<file path="src/hw/pkh_pkg.sv">
/*
  Constants and types shared by the packet handler register bank and its
  testbench: register indices, field positions, reset values and bus codes.
  Assumes an AXI4-Lite bus with 32-bit data, one register per aligned word.
*/
package pkh_pkg;

  // register indices; the byte address is four times the index
  localparam logic [5:0] IDX_SUPPLY_CFG  = 6'h05;
  localparam logic [5:0] IDX_SUPPLY_STAT = 6'h06;
  localparam logic [5:0] IDX_CODING      = 6'h1C;
  localparam logic [5:0] IDX_NODE        = 6'h1D;
  localparam logic [5:0] IDX_FORMAT      = 6'h1E;
  localparam logic [5:0] IDX_PAGE        = 6'h1F;

  // reset values
  localparam logic [7:0] RST_SUPPLY_CFG  = 8'hB1;
  localparam logic [7:0] RST_SUPPLY_STAT = 8'h96;
  localparam logic [7:0] RST_CODING      = 8'h00;
  localparam logic [7:0] RST_NODE        = 8'h00;
  localparam logic [7:0] RST_FORMAT      = 8'h40;
  localparam logic [7:0] RST_PAGE        = 8'h00;

  // coding_and_length fields
  localparam int B_MANCHESTER = 7;
  localparam int B_LEN_HI     = 6;
  // packet_format_control fields
  localparam int B_LEN_MODE   = 7;
  localparam int B_PRE_HI     = 6;
  localparam int B_PRE_LO     = 5;
  localparam int B_WHITEN     = 4;
  localparam int B_CHECK_EN   = 3;
  localparam int B_FILT_HI    = 2;
  localparam int B_FILT_LO    = 1;
  localparam int B_CHECK_OK   = 0;
  // fifo_and_bank_control fields
  localparam int B_AUTO_FLUSH = 7;
  localparam int B_FIFO_DIR   = 6;
  localparam int B_PAGE_HI    = 1;
  localparam logic [7:0] PAGE_WMASK = 8'hC3;
  // supply monitor fields
  localparam int B_SUP_EN     = 3;
  localparam int B_THR_HI     = 2;
  localparam int B_SUP_OK     = 7;
  localparam int B_SUP_ROUTE  = 6;
  localparam logic [7:0] STAT_WMASK = 8'h7F;

  localparam logic [1:0] PAGE0 = 2'h0;
  localparam logic [1:0] PAGE1 = 2'h1;

  localparam logic [1:0] FILT_NONE = 2'h0;
  localparam logic [1:0] FILT_ZERO = 2'h2;
  localparam logic [1:0] FILT_BOTH = 2'h3;
  localparam logic [7:0] ADDR_ZERO  = 8'h00;
  localparam logic [7:0] ADDR_BCAST = 8'hFF;

  localparam logic [1:0] RESP_OKAY   = 2'h0;
  localparam logic [1:0] RESP_SLVERR = 2'h2;

  typedef enum logic [2:0] {
    REG_NONE, REG_SUPPLY_CFG, REG_SUPPLY_STAT, REG_CODING, REG_NODE, REG_FORMAT, REG_PAGE
  } pkh_reg_t;

  // configuration that steers the framer, fifo and supply monitor
  typedef struct packed {
    logic       manchester_enable;
    logic [6:0] payload_length_field;
    logic       length_mode_select;
    logic [2:0] preamble_bytes;
    logic       whitening_enable;
    logic       check_enable;
    logic [1:0] address_filter_select;
    logic [7:0] node_address_field;
    logic       auto_flush_on_check_fail;
    logic       fifo_direction_select;
    logic [1:0] map_bank_select;
    logic       supply_monitor_enable;
    logic [2:0] supply_threshold_select;
  } pkh_cfg_t;

  // events reported by the framer on the bank's own clock
  typedef struct packed {
    logic       rx_active;
    logic       check_done;
    logic       check_pass;
    logic       addr_valid;
    logic [7:0] addr;
    logic       len_valid;
    logic [7:0] len;
  } pkh_rx_t;

endpackage

</file>
<file path="src/hw/pkh_sync.sv">
/*
  Three-stage synchroniser with agreement filter for one asynchronous level.
  Assumes the input is quasi-static compared with the clock.
*/
`timescale 1ns/10ps
`default_nettype none
module pkh_sync #(
  parameter logic RESET_VALUE = 1'b1
) (
  // clock and reset
  input  wire logic aclk,
  input  wire logic aresetn,
  // level
  input  wire logic din,
  output logic      dout
);

  typedef struct packed {
    logic s1;
    logic s2;
    logic s3;
    logic level;
  } pkh_sync_t;

  pkh_sync_t q;
  pkh_sync_t next_q;

  always_comb begin
    next_q    = q;
    next_q.s1 = din;
    next_q.s2 = q.s1;
    next_q.s3 = q.s2;
    // first stage feeds only the second; the filter looks at stages two and three
    if (q.s2 == q.s3) begin
      next_q.level = q.s3;
    end
  end

  always_ff @(posedge aclk) begin
    if (!aresetn) begin
      q <= '{RESET_VALUE, RESET_VALUE, RESET_VALUE, RESET_VALUE};
    end else begin
      q <= next_q;
    end
  end

  assign dout = q.level;

endmodule
`default_nettype wire

</file>
<file path="src/hw/pkh_bank.sv">
/*
  Packet handler configuration and status register bank with a two-page map,
  reached over AXI4-Lite. Drives the framer, fifo and supply monitor settings
  and observes check results, received address and length, and the battery
  comparator. Assumes framer events are on aclk; the comparator is asynchronous.
*/
`timescale 1ns/10ps
`default_nettype none
module pkh_bank #(
  parameter int ADDR_W = 8
) (
  // clock and reset
  input  wire logic              aclk,
  input  wire logic              aresetn,
  // axi4-lite write address and data
  input  wire logic [ADDR_W-1:0] s_axi_awaddr,
  input  wire logic              s_axi_awvalid,
  output logic                   s_axi_awready,
  input  wire logic [31:0]       s_axi_wdata,
  input  wire logic [3:0]        s_axi_wstrb,
  input  wire logic              s_axi_wvalid,
  output logic                   s_axi_wready,
  // axi4-lite write response
  output logic [1:0]             s_axi_bresp,
  output logic                   s_axi_bvalid,
  input  wire logic              s_axi_bready,
  // axi4-lite read
  input  wire logic [ADDR_W-1:0] s_axi_araddr,
  input  wire logic              s_axi_arvalid,
  output logic                   s_axi_arready,
  output logic [31:0]            s_axi_rdata,
  output logic [1:0]             s_axi_rresp,
  output logic                   s_axi_rvalid,
  input  wire logic              s_axi_rready,
  // framer side
  input  wire pkh_pkg::pkh_rx_t  rx,
  output pkh_pkg::pkh_cfg_t      cfg,
  output logic                   fifo_flush,
  output logic                   addr_accept,
  output logic                   len_reject,
  // supply monitor
  input  wire logic              supply_above,
  output logic                   supply_alarm
);

  typedef struct packed {
    logic              awready;
    logic              wready;
    logic              aw_held;
    pkh_pkg::pkh_reg_t aw_reg;
    logic              w_held;
    logic [7:0]        w_byte;
    logic              w_lane;
    logic              bvalid;
    logic [1:0]        bresp;
    logic              arready;
    logic              rvalid;
    logic [1:0]        rresp;
    logic [7:0]        rdata;
    logic [7:0]        coding;
    logic [7:0]        node;
    logic [7:0]        format;
    logic [7:0]        page_ctl;
    logic [7:0]        sup_cfg;
    logic [7:0]        sup_stat;
    pkh_pkg::pkh_cfg_t cfg;
    logic              flush;
    logic              accept;
    logic              reject;
    logic              alarm;
  } pkh_state_t;

  pkh_state_t q;
  pkh_state_t next_q;
  logic       supply_level;
  logic       wr_go;

  pkh_sync #(
    .RESET_VALUE (pkh_pkg::RST_SUPPLY_STAT[pkh_pkg::B_SUP_OK])
  ) u_supply_sync (
    .aclk    (aclk),
    .aresetn (aresetn),
    .din     (supply_above),
    .dout    (supply_level)
  );

  function automatic pkh_pkg::pkh_reg_t decode(input logic [ADDR_W-1:0] addr, input logic [1:0] page);
    logic [5:0] idx;
    idx = addr[7:2];
    decode = pkh_pkg::REG_NONE;
    if (addr[1:0] == 2'h0 && (ADDR_W <= 8 || addr[ADDR_W-1:0] >> 8 == '0)) begin
      if (idx == pkh_pkg::IDX_PAGE) begin
        decode = pkh_pkg::REG_PAGE;
      end else if (page == pkh_pkg::PAGE0) begin
        case (idx)
          pkh_pkg::IDX_CODING: decode = pkh_pkg::REG_CODING;
          pkh_pkg::IDX_NODE:   decode = pkh_pkg::REG_NODE;
          pkh_pkg::IDX_FORMAT: decode = pkh_pkg::REG_FORMAT;
          default:             decode = pkh_pkg::REG_NONE;
        endcase
      end else if (page == pkh_pkg::PAGE1) begin
        case (idx)
          pkh_pkg::IDX_SUPPLY_CFG:  decode = pkh_pkg::REG_SUPPLY_CFG;
          pkh_pkg::IDX_SUPPLY_STAT: decode = pkh_pkg::REG_SUPPLY_STAT;
          default:                  decode = pkh_pkg::REG_NONE;
        endcase
      end
    end
  endfunction

  always_comb begin
    logic              aw_have;
    logic              w_have;
    pkh_pkg::pkh_reg_t sel;
    pkh_pkg::pkh_reg_t rsel;
    logic              filt_hit;
    next_q   = q;
    aw_have  = q.aw_held;
    w_have   = q.w_held;
    sel      = q.aw_reg;
    rsel     = pkh_pkg::REG_NONE;
    filt_hit = 1'b0;
    wr_go    = 1'b0;
    next_q.flush = 1'b0;

    // write channel: address and data taken in either order
    if (s_axi_awvalid && q.awready) begin
      aw_have = 1'b1;
      sel     = decode(s_axi_awaddr, q.page_ctl[pkh_pkg::B_PAGE_HI:0]);
    end
    if (s_axi_wvalid && q.wready) begin
      w_have        = 1'b1;
      next_q.w_byte = s_axi_wdata[7:0];
      next_q.w_lane = s_axi_wstrb[0];
    end
    next_q.aw_held = aw_have;
    next_q.aw_reg  = sel;
    next_q.w_held  = w_have;
    if (q.bvalid && s_axi_bready) begin
      next_q.bvalid = 1'b0;
    end
    if (aw_have && w_have && !q.bvalid) begin
      wr_go          = 1'b1;
      next_q.aw_held = 1'b0;
      next_q.w_held  = 1'b0;
      next_q.bvalid  = 1'b1;
      next_q.bresp   = (sel == pkh_pkg::REG_NONE) ? pkh_pkg::RESP_SLVERR : pkh_pkg::RESP_OKAY;
      if (next_q.w_lane) begin
        case (sel)
          pkh_pkg::REG_CODING:     next_q.coding  = next_q.w_byte;
          pkh_pkg::REG_NODE:       next_q.node    = next_q.w_byte;
          pkh_pkg::REG_FORMAT: begin
            next_q.format[7:1] = next_q.w_byte[7:1];
            if (next_q.w_byte[pkh_pkg::B_CHECK_OK]) begin
              next_q.format[pkh_pkg::B_CHECK_OK] = 1'b0;
            end
          end
          pkh_pkg::REG_PAGE:       next_q.page_ctl = next_q.w_byte & pkh_pkg::PAGE_WMASK;
          pkh_pkg::REG_SUPPLY_CFG: next_q.sup_cfg  = next_q.w_byte;
          pkh_pkg::REG_SUPPLY_STAT: begin
            next_q.sup_stat = (q.sup_stat & ~pkh_pkg::STAT_WMASK) | (next_q.w_byte & pkh_pkg::STAT_WMASK);
          end
          default: ;
        endcase
      end
    end
    next_q.awready = !next_q.aw_held && !next_q.bvalid;
    next_q.wready  = !next_q.w_held && !next_q.bvalid;

    // read channel: one read at a time, data registered at acceptance
    if (q.rvalid && s_axi_rready) begin
      next_q.rvalid = 1'b0;
    end
    if (s_axi_arvalid && q.arready) begin
      rsel          = decode(s_axi_araddr, q.page_ctl[pkh_pkg::B_PAGE_HI:0]);
      next_q.rvalid = 1'b1;
      next_q.rresp  = (rsel == pkh_pkg::REG_NONE) ? pkh_pkg::RESP_SLVERR : pkh_pkg::RESP_OKAY;
      case (rsel)
        pkh_pkg::REG_CODING:      next_q.rdata = q.coding;
        pkh_pkg::REG_NODE:        next_q.rdata = q.node;
        pkh_pkg::REG_FORMAT:      next_q.rdata = q.format;
        pkh_pkg::REG_PAGE:        next_q.rdata = q.page_ctl;
        pkh_pkg::REG_SUPPLY_CFG:  next_q.rdata = q.sup_cfg;
        pkh_pkg::REG_SUPPLY_STAT: next_q.rdata = q.sup_stat;
        default:                  next_q.rdata = 8'h00;
      endcase
    end
    next_q.arready = !next_q.rvalid;

    // hardware result wins over a same-cycle clear
    if (rx.check_done && q.format[pkh_pkg::B_CHECK_EN]) begin
      next_q.format[pkh_pkg::B_CHECK_OK] = rx.check_pass;
    end

    if (rx.check_done && !rx.check_pass && rx.rx_active && q.format[pkh_pkg::B_CHECK_EN]
        && !q.page_ctl[pkh_pkg::B_AUTO_FLUSH]) begin
      next_q.flush = 1'b1;
    end

    if (rx.addr_valid) begin
      case (q.format[pkh_pkg::B_FILT_HI:pkh_pkg::B_FILT_LO])
        pkh_pkg::FILT_NONE: filt_hit = 1'b1;
        pkh_pkg::FILT_ZERO: filt_hit = (rx.addr == q.node) || (rx.addr == pkh_pkg::ADDR_ZERO);
        pkh_pkg::FILT_BOTH: filt_hit = (rx.addr == q.node) || (rx.addr == pkh_pkg::ADDR_ZERO)
                                       || (rx.addr == pkh_pkg::ADDR_BCAST);
        default:            filt_hit = (rx.addr == q.node);
      endcase
      next_q.accept = filt_hit;
    end

    // length byte above the cap is refused in variable mode only
    if (rx.len_valid) begin
      next_q.reject = q.format[pkh_pkg::B_LEN_MODE] && (rx.len > {1'b0, q.coding[pkh_pkg::B_LEN_HI:0]});
    end

    // comparator sampled only while detection is on
    if (q.sup_cfg[pkh_pkg::B_SUP_EN]) begin
      next_q.sup_stat[pkh_pkg::B_SUP_OK] = supply_level;
    end
    next_q.alarm = next_q.sup_stat[pkh_pkg::B_SUP_ROUTE] && next_q.sup_cfg[pkh_pkg::B_SUP_EN]
                   && !next_q.sup_stat[pkh_pkg::B_SUP_OK];

    next_q.cfg.manchester_enable        = next_q.coding[pkh_pkg::B_MANCHESTER];
    next_q.cfg.payload_length_field     = next_q.coding[pkh_pkg::B_LEN_HI:0];
    next_q.cfg.length_mode_select       = next_q.format[pkh_pkg::B_LEN_MODE];
    next_q.cfg.preamble_bytes           = {1'b0, next_q.format[pkh_pkg::B_PRE_HI:pkh_pkg::B_PRE_LO]} + 3'h1;
    next_q.cfg.whitening_enable         = next_q.format[pkh_pkg::B_WHITEN];
    next_q.cfg.check_enable             = next_q.format[pkh_pkg::B_CHECK_EN];
    next_q.cfg.address_filter_select    = next_q.format[pkh_pkg::B_FILT_HI:pkh_pkg::B_FILT_LO];
    next_q.cfg.node_address_field       = next_q.node;
    next_q.cfg.auto_flush_on_check_fail = next_q.page_ctl[pkh_pkg::B_AUTO_FLUSH];
    next_q.cfg.fifo_direction_select    = next_q.page_ctl[pkh_pkg::B_FIFO_DIR];
    next_q.cfg.map_bank_select          = next_q.page_ctl[pkh_pkg::B_PAGE_HI:0];
    next_q.cfg.supply_monitor_enable    = next_q.sup_cfg[pkh_pkg::B_SUP_EN];
    next_q.cfg.supply_threshold_select  = next_q.sup_cfg[pkh_pkg::B_THR_HI:0];
  end

  always_ff @(posedge aclk) begin
    if (!aresetn) begin
      q                 <= '0;
      q.awready         <= 1'b1;
      q.wready          <= 1'b1;
      q.arready         <= 1'b1;
      q.coding          <= pkh_pkg::RST_CODING;
      q.node            <= pkh_pkg::RST_NODE;
      q.format          <= pkh_pkg::RST_FORMAT;
      q.page_ctl        <= pkh_pkg::RST_PAGE;
      q.sup_cfg         <= pkh_pkg::RST_SUPPLY_CFG;
      q.sup_stat        <= pkh_pkg::RST_SUPPLY_STAT;
      q.cfg.length_mode_select      <= pkh_pkg::RST_FORMAT[pkh_pkg::B_LEN_MODE];
      q.cfg.preamble_bytes          <= {1'b0, pkh_pkg::RST_FORMAT[pkh_pkg::B_PRE_HI:pkh_pkg::B_PRE_LO]} + 3'h1;
      q.cfg.supply_monitor_enable   <= pkh_pkg::RST_SUPPLY_CFG[pkh_pkg::B_SUP_EN];
      q.cfg.supply_threshold_select <= pkh_pkg::RST_SUPPLY_CFG[pkh_pkg::B_THR_HI:0];
    end else begin
      q <= next_q;
    end
  end

  assign s_axi_awready = q.awready;
  assign s_axi_wready  = q.wready;
  assign s_axi_bvalid  = q.bvalid;
  assign s_axi_bresp   = q.bresp;
  assign s_axi_arready = q.arready;
  assign s_axi_rvalid  = q.rvalid;
  assign s_axi_rresp   = q.rresp;
  assign s_axi_rdata   = {24'h000000, q.rdata};
  assign cfg           = q.cfg;
  assign fifo_flush    = q.flush;
  assign addr_accept   = q.accept;
  assign len_reject    = q.reject;
  assign supply_alarm  = q.alarm;
endmodule
`default_nettype wire

</file>
<file path="config.mk">
export PLATFORM = sky130hd
export DESIGN_NAME = pkh_bank
export DESIGN_NICKNAME = d
export VERILOG_FILES = /design/src/hw/pkh_pkg.sv /design/src/hw/pkh_sync.sv /design/src/hw/pkh_bank.sv
export SDC_FILE = /design/constraint.sdc
export NUM_CORES = 1
export LEC_CHECK = 0
export BUFFER_PORTS_ARGS = -buffer_cell sky130_fd_sc_hd__clkbuf_2
export CAP_MARGIN = 20
export CELL_PAD_IN_SITES_DETAIL_PLACEMENT = 1
export CELL_PAD_IN_SITES_GLOBAL_PLACEMENT = 1
export CORE_ASPECT_RATIO = 0.7
export CORE_UTILIZATION = 40
export DETAILED_ROUTE_END_ITERATION = 7
export PLACE_DENSITY_LB_ADDON = 0.15
export SLEW_MARGIN = 5
export SYNTH_ARGS = -nofsm -noshare
export SYNTH_HDL_FRONTEND = slang
export SYNTH_SLANG_ARGS = --single-unit
</file>
<file path="constraint.sdc">
create_clock -name aclk -period 7.6 [get_ports aclk]
set_clock_uncertainty 0.2 [all_clocks]
set_input_delay 1.14 -clock aclk [delete_from_list [all_inputs] [get_ports aclk]]
set_output_delay 1.14 -clock aclk [all_outputs]
set_load 0.01 [all_outputs]
</file>
==> run_results.csv, run 1 <==
group,metric,value,unit
outcome,outcome,"finished clean",
place,gp_congestion,0.805,
yosys,synthCells,469,
global_routing,grt_pass1_wl,19.2,mm
yosys,yosys_warnings,0,
worst_setup_path,path_cells,"clkbuf_2, clkinv_1, buf_4, a21oi_1, a22o_1",
pwr,power_switching_share,0.248,
clock_network,postCtsHoldBufs,0,
clock_network,cts.sinks,84,
cells_and_area,layout_common_cells,"clkbuf_2 (104), dfxtp_1 (84), nor2_1 (49), mux2i_1 (43), conb_1 (26)",
routing,vias,3486,
routing,drt-vias-per-instance,5.12,
place,post-place-ws,3.48,ns
cells_and_area,final_area,5040,sq um
floorplanning,ioPinCount,158,
worst_hold_path,hold_path.class,"reg2reg",
clock_network,htreeDepth,3,
global_routing,grt_max_degree,34,
routing,drt_iter0_drc,170,
sta,slew-limit-headroom,0.513,
worst_setup_path,crit_type,"in2reg",
clock_network,cts_resized,0,
yosys,yosys.area.top_type_share,0.377,
worst_setup_path,reg2reg_depth,9,
floorplanning,die_x,128,um
worst_hold_path,min_from,"u_supply_sync.next_q[2]",
sta,fin_ws,4.20,ns
cells_and_area,final_layout_size_suffix_gt1_frac,0.280,
clock_network,cts_inserted_buffers,9,
cells_and_area,fin_nets,621,
place,dp.final_hpwl,9.06,mm
place,io_buffers,104,
worst_setup_path,crit_slowest_cell,"clkinv_1",
yosys,synth_ff_type,"dfxtp_1",
yosys,synth-seq-cells,84,
clock_network,cts-root-buf,"clkbuf_16",
clock_network,cts_tree,"done",
clock_network,cts.clk_slew.worst_paths,0.06,ns
job,cap_viol_max_count,0,
routing,routedWlPerCell,17.8,um
worst_setup_path,start_kind,"input port",
clock_network,postCtsSetupRepairBufs,0,
sta,slew_violations,0,
yosys,synth_cell_types,60,
sta,setup_tns,0,ns
pwr,combPwrFrac,0.111,
floorplanning,core_area,10600,sq um
routing,ant_nets,0,
pwr,clock_power_share,0.451,
worst_setup_path,r2r_setup_slack,4.58,ns
yosys,yosysTopAreaCell,"dfxtp_1",
pwr,power.density,210,nW/um^2
pwr,switching_power,0.262,mW
worst_setup_path,r2r_start,"q[53]",
cells_and_area,syn_to_final_growth,13.0,%
yosys,synth_edf_count,0,
worst_setup_path,cp_max_fo,33,
yosys,synth_area_leaders,"dfxtp_1 (38%), buf_4 (11%), mux2i_1 (9.7%)",
worst_setup_path,timing.critical_path.to_type,"flop",
global_routing,antenna_found_initial,0,
pwr,pwr-share-seq,0.439,
yosys,ys_seq_area_frac,0.377,
sta,hold_ws,0.243,ns
sta,worst_pin_slew,0.726,ns
global_routing,grt_use_total,0.218,
routing,dr.pass1.iters,5,
worst_setup_path,worst_r2r_endpoint,"s_axi_rdata[5]",
floorplanning,placementRows,31,
clock_network,clk_latency,0.34,ns
sta,fin_crit_sh,0.447,
sta,final_hold_viol_count,0,
cells_and_area,n_antenna_cell,0,
worst_hold_path,whs_endpoint,"u_supply_sync.next_q[1]",
pwr,leakagePower,2.24,nW
yosys,synth_async_sr_flop_share,0,
clock_network,ctsLongestPathBuffers,2,
yosys,netlist_area,4460,sq um
global_routing,grt-ovfl-total,0,
pwr,p_int,0.797,mW
routing,postRouteWirelength,12.1,mm
worst_setup_path,cpPeakStageDelay,0.63,ns
cells_and_area,seqCellArea,1680,sq um
worst_hold_path,hold_depth,1,
global_routing,grt_pass1_vias,3503,
yosys,syn_area_per_cell,9.51,sq um
sta,fin_crit,3.40,ns
cells_and_area,multi_input_area,2240,sq um
worst_setup_path,required,7.68,ns
floorplanning,start_util,0.421,
floorplanning,die_area,11600,sq um
sta,setup_viol,0,
sta,fmax,294,MHz
cells_and_area,fillers,1244,
floorplanning,die_h,90.3,um
pwr,vdd_drop_max,0.134,mV
routing,drc,0,
sta,rsz0062_at_grt,"false",
pwr,p_total,1.06,mW
worst_setup_path,cp.arrival,3.48,ns
cells_and_area,final_common_cell,"clkbuf_2",
place,placed_area,4700,sq um
-- per-stage QoR --
| step | util | cells |
|---|---|---|
| finish | 0.476 | 681 |
| CTS | 0.475 | 679 |
| floorplan | - | 494 |
| detailed placement | 0.444 | 663 |
| global placement | 0.443 | 662 |
| global route | 0.476 | 681 |
-- registers in the layout, indices dropped and copies added, names as in the netlist, 2 cells and up --
name and count:
q 50, cfg 11, s_axi_rdata 8, u_supply_sync.next_q 2
-- layout make-up --
type	count	share of cell area
multi-input cells	310	0.445
repair buffers	108	0.109
well taps	148	0.0367
inverters	15	0.0112
flip-flops and latches	84	0.334
clock buffers	11	0.0482
clock inverters	5	0.0164
-- cell usage after synthesis, drive strengths merged (3+ instances only) --
| cell | count |
|---|---|
| inv | 14 |
| and2 | 14 |
| clkbuf | 11 |
| o21ai | 8 |
| and3 | 3 |
| buf | 74 |
| nor3 | 5 |
| nand4 | 3 |
| mux2i | 43 |
| a222oi | 6 |
| and3b | 3 |
| nand2b | 5 |
| nand2 | 25 |
| nor2 | 49 |
| mux2 | 10 |
| nor4 | 8 |
| a221oi | 9 |
| nor2b | 3 |
| o211ai | 4 |
| a211oi | 6 |
| a22o | 8 |
| xor2 | 8 |
| o22ai | 5 |
| a21oi | 18 |
| dfxtp | 84 |
| nand3 | 6 |
| ha | 12 |
-- worst max-delay path: cells and delay by family --
family	cells	cell delay (ns)
buffers and inverters	3	1.56
AOI/OAI and AO/OA	2	0.75
-- routing by layer --
metal / global-route usage / wire (um) / vias up
li1: - / - / 1682
met1: 0.297 / 5910 / 1671
met2: 0.344 / 5380 / 126
met3: 0.0557 / 729 / 7
met4: 0.0431 / 80 / 0
met5: 0 / 0 / -
-- power by group through the flow --
| stage | logic [mW] | registers (mW) | clock network, mW |
|---|---|---|---|
| after floorplan | 0.0787 | 0.474 | 0 |
| after global placement | 0.114 | 0.473 | 0 |
| after detailed placement | 0.117 | 0.474 | 0 |
| after CTS | 0.118 | 0.464 | 0.488 |
| after global routing | 0.129 | 0.466 | 0.511 |
| final | 0.117 | 0.464 | 0.477 |
-- cell families (layout without fill, tap and decap cells) --
family | count (synthesis) | after routing | share of synthesized area
multiplexers | 53 | 53 | 0.122
buffers and inverters | 100 | 139 | 0.142
flip-flops | 84 | 84 | 0.377
other | 1 | 26 | 0.000841
adder cells (fa/ha/maj) | 13 | 13 | 0.0359
XOR/XNOR | 8 | 8 | 0.0157
AND/OR/NAND/NOR | 136 | 136 | 0.170
AO/OA/AOI/OAI | 74 | 74 | 0.136
-- worst max path at each step --
stage / startpoint / to / slack [ns]
finish: aresetn / s_axi_rdata[5] / 4.20
global route: aresetn / s_axi_rdata[5] / 3.89
CTS: aresetn / s_axi_rdata[6] / 3.81
detailed placement: aresetn / s_axi_rdata[6] / 3.48
global placement: aresetn / s_axi_rdata[6] / 3.48
floorplan: s_axi_araddr[7] / s_axi_rdata[6] / 4.08
Note: power is estimated with default switching activity, not from simulation.
==> inputs of run 2 (changes only) <==
- ABC_AREA: default -> 1
- CORE_UTILIZATION: 40 -> 32
- clock period: 7.6 -> 2.7 ns (I/O delays scaled with it)
==> run 2 against run 1 <==
  * Critical path type is now reg2reg
  * Critical path depth rose by 11
  * Cell area rose by 10%
  * Combinational power rose to 4.1 times the previous value
  * Via count rose by 24%
  * Core utilization fell by 9.9 points
  * Register-to-register slack got worse by 4.4 ns
  * Die area rose by 35%
  * Wire length rose by 20%
  * First-iteration DRC count fell by 15%
==> run_results.csv, run 2 <==
group,metric,value,unit
worst_setup_path,crit_type,"reg2reg",
global_routing,antenna_found_initial,0,
cells_and_area,final_layout_size_suffix_gt1_frac,0.269,
clock_network,postCtsSetupRepairBufs,0,
pwr,clock_power_share,0.408,
worst_setup_path,r2r_start,"q[52]",
pwr,leakagePower,2.65,nW
pwr,combPwrFrac,0.158,
place,io_buffers,104,
global_routing,grt_pass1_wl,23.5,mm
yosys,ys_seq_area_frac,0.347,
worst_setup_path,worst_r2r_endpoint,"s_axi_rdata[1]",
routing,drt_iter0_drc,145,
pwr,p_total,3.02,mW
worst_setup_path,crit_top_cell,"nand2_1",
routing,postRouteWirelength,14.5,mm
floorplanning,ioPinCount,158,
cells_and_area,fillers,1902,
worst_hold_path,hold_depth,2,
sta,fin_crit,2.52,ns
worst_setup_path,r2r_setup_slack,0.18,ns
clock_network,htreeDepth,3,
job,cap_viol_max_count,0,
floorplanning,placementRows,37,
sta,worst_pin_slew,0.537,ns
pwr,power_switching_share,0.282,
yosys,synth_edf_count,0,
worst_setup_path,reg2reg_depth,16,
yosys,yosys_warnings,0,
sta,setup_tns,0,ns
yosys,synth_cell_types,43,
floorplanning,core_area,14700,sq um
sta,hold_ws,0.0517,ns
sta,final_hold_viol_count,0,
cells_and_area,largest_reg_flops,50,
worst_setup_path,cp.arrival,2.51,ns
clock_network,cts.clk_slew.worst_paths,0.06,ns
floorplanning,die_area,15600,sq um
pwr,power.density,544,nW/um^2
worst_setup_path,cp_num_cells,16,
worst_setup_path,crit_buf_inv,4,
worst_setup_path,crit_slowest_cell,"dfxtp_1",
routing,vias,4330,
worst_hold_path,whs_endpoint,"fifo_flush",
cells_and_area,fin_nets,840,
routing,drc,0,
yosys,syn_area_per_cell,7.21,sq um
sta,slew-limit-headroom,0.642,
place,dp_cells,931,
pwr,p_int,2.17,mW
cells_and_area,final_cell_count_no_fill,947,
sta,fin_crit_sh,0.932,
yosys,ys_top_cells_by_count,"nand2_1 (140), dfxtp_1 (84), inv_1 (76), buf_4 (69), nor2_1 (60)",
clock_network,cts.sinks,84,
yosys,synth_ff_type,"dfxtp_1",
place,dp.final_hpwl,11.4,mm
worst_setup_path,crit_family,"simple AND/OR/NAND/NOR gates",
clock_network,cts_inserted_buffers,9,
cells_and_area,layout_common_cells,"nand2_1 (140), clkbuf_2 (104), dfxtp_1 (84), inv_1 (76), nor2_1 (59)",
pwr,vdd_drop_max,0.258,mV
routing,dr.pass1.iters,4,
worst_hold_path,hold_path.class,"in2reg",
yosys,netlist_area,4840,sq um
yosys,synth.most_common_cell,"nand2_1",
yosys,yosys.area.top_type_share,0.347,
yosys,synthCells,671,
pwr,switching_power,0.850,mW
clock_network,cts_tree,"done",
pwr,pwr-share-seq,0.434,
yosys,yosysTopAreaCell,"dfxtp_1",
sta,fmax,398,MHz
cells_and_area,top_register,"q",
global_routing,grt_max_degree,45,
global_routing,grt-ovfl-total,0,
sta,setup_viol,0,
cells_and_area,n_antenna_cell,0,
worst_setup_path,path_cells,"inv_2, nand2_2, nor3_1, inv_1, o211ai_1, nand2_1, ha_1, inv_1, nor2_2, buf_4, nand2_1, nand2_1, nor2_1, nand2_1, nand2_1, a21oi_1",
worst_setup_path,start_kind,"flop",
yosys,synth-seq-cells,84,
cells_and_area,final_common_cell,"nand2_1",
routing,drt-vias-per-instance,4.57,
floorplanning,die_h,105,um
place,gp_congestion,0.806,
floorplanning,die_x,149,um
sta,rsz0062_at_grt,"false",
clock_network,clk_latency,0.34,ns
worst_setup_path,cpPeakStageDelay,0.38,ns
yosys,synth_async_sr_flop_share,0,
routing,routedWlPerCell,15.3,um
global_routing,grt_pass1_vias,4532,
clock_network,ctsLongestPathBuffers,2,
worst_setup_path,timing.critical_path.to_type,"flop",
outcome,outcome,"finished clean",
worst_hold_path,min_from,"rx[18]",
worst_setup_path,cp_max_fo,5,
global_routing,grt_use_total,0.196,
sta,slew_violations,0,
yosys,synth_area_leaders,"dfxtp_1 (35%), nand2_1 (11%), buf_4 (11%)",
routing,ant_nets,0,
clock_network,cts-root-buf,"clkbuf_16",
floorplanning,start_util,0.329,
cells_and_area,syn_to_final_growth,14.7,%
worst_setup_path,required,2.70,ns
[run 2: cell types whose count changed in the layout (fill, tap and decap cells not counted), sizes merged, moves of 18 or more]
cell	previous run	this run
nand3	6	43
a21oi	18	44
nand2	25	155
o21ai	8	43
nor2	49	67
inv	16	86
mux2i	43	1
[run 2: cells by family after synthesis]
family / share of synthesized area
multiplexers: 0.00207
XOR/XNOR: 0.00724
other: 0.000775
buffers and inverters: 0.197
AO/OA/AOI/OAI: 0.106
AND/OR/NAND/NOR: 0.308
flip-flops: 0.347
adder cells (fa/ha/maj): 0.0310
[run 2: stage by stage]
step                worst slack (ns)  area, sq um  utilization
floorplan                      0.307         4930            -
global placement             -0.0288         5240        0.356
detailed placement           -0.0858         5240        0.356
CTS                            0.193         5530        0.376
global route                 0.00234         5550        0.377
finish                         0.184         5550        0.377
[run 2: layout make-up]
type / count / area [sq um] / share of cell area
Timing Repair Buffer: 124 / 683 / 0.123
Clock buffer: 10 / 229 / 0.0413
Sequential cell: 84 / 1680 / 0.303
Inverter: 86 / 330 / 0.0595
Tap cell: 195 / 244 / 0.0440
Clock inverter: 6 / 63.8 / 0.0115
Multi-Input combinational cell: 442 / 2320 / 0.418
[run 2: power by group through the flow]
| stage | clock network [mW] | logic, mW | registers, mW |
|---|---|---|---|
| final | 1.23 | 0.476 | 1.31 |
| after global routing | 1.32 | 0.530 | 1.32 |
| after CTS | 1.27 | 0.481 | 1.31 |
| after detailed placement | 0 | 0.478 | 1.34 |
| after global placement | 0 | 0.464 | 1.34 |
| after floorplan | 0 | 0.295 | 1.34 |
[run 2: metal layers]
metal  GRT usage  share of wire  up-vias
met2       0.306           0.43      118
met4      0.0452         0.0077        0
met3      0.0424          0.061       10
met5           0              0        -
li1            -              -     2184
met1       0.272           0.50     2018
[run 2: worst max path at each step]
| stage | startpoint | to | slack [ns] |
|---|---|---|---|
| 6_report | q[52] | s_axi_rdata[1] | 0.18 |
| 5_1_grt | q[53] | s_axi_rdata[1] | 0.002 |
| 4_1_cts | q[52] | s_axi_rdata[3] | 0.19 |
| 3_3_place_gp | s_axi_araddr[5] | s_axi_rdata[6] | -0.03 |
| 3_5_place_dp | s_axi_araddr[5] | s_axi_rdata[3] | -0.09 |
| 2_1_floorplan | s_axi_araddr[5] | s_axi_rdata[2] | 0.31 |
[run 2: what timing repair did]
action                     CTS  global route
gates resized for setup      0             4
hold buffers                 0             0
setup endpoints to repair    0             8
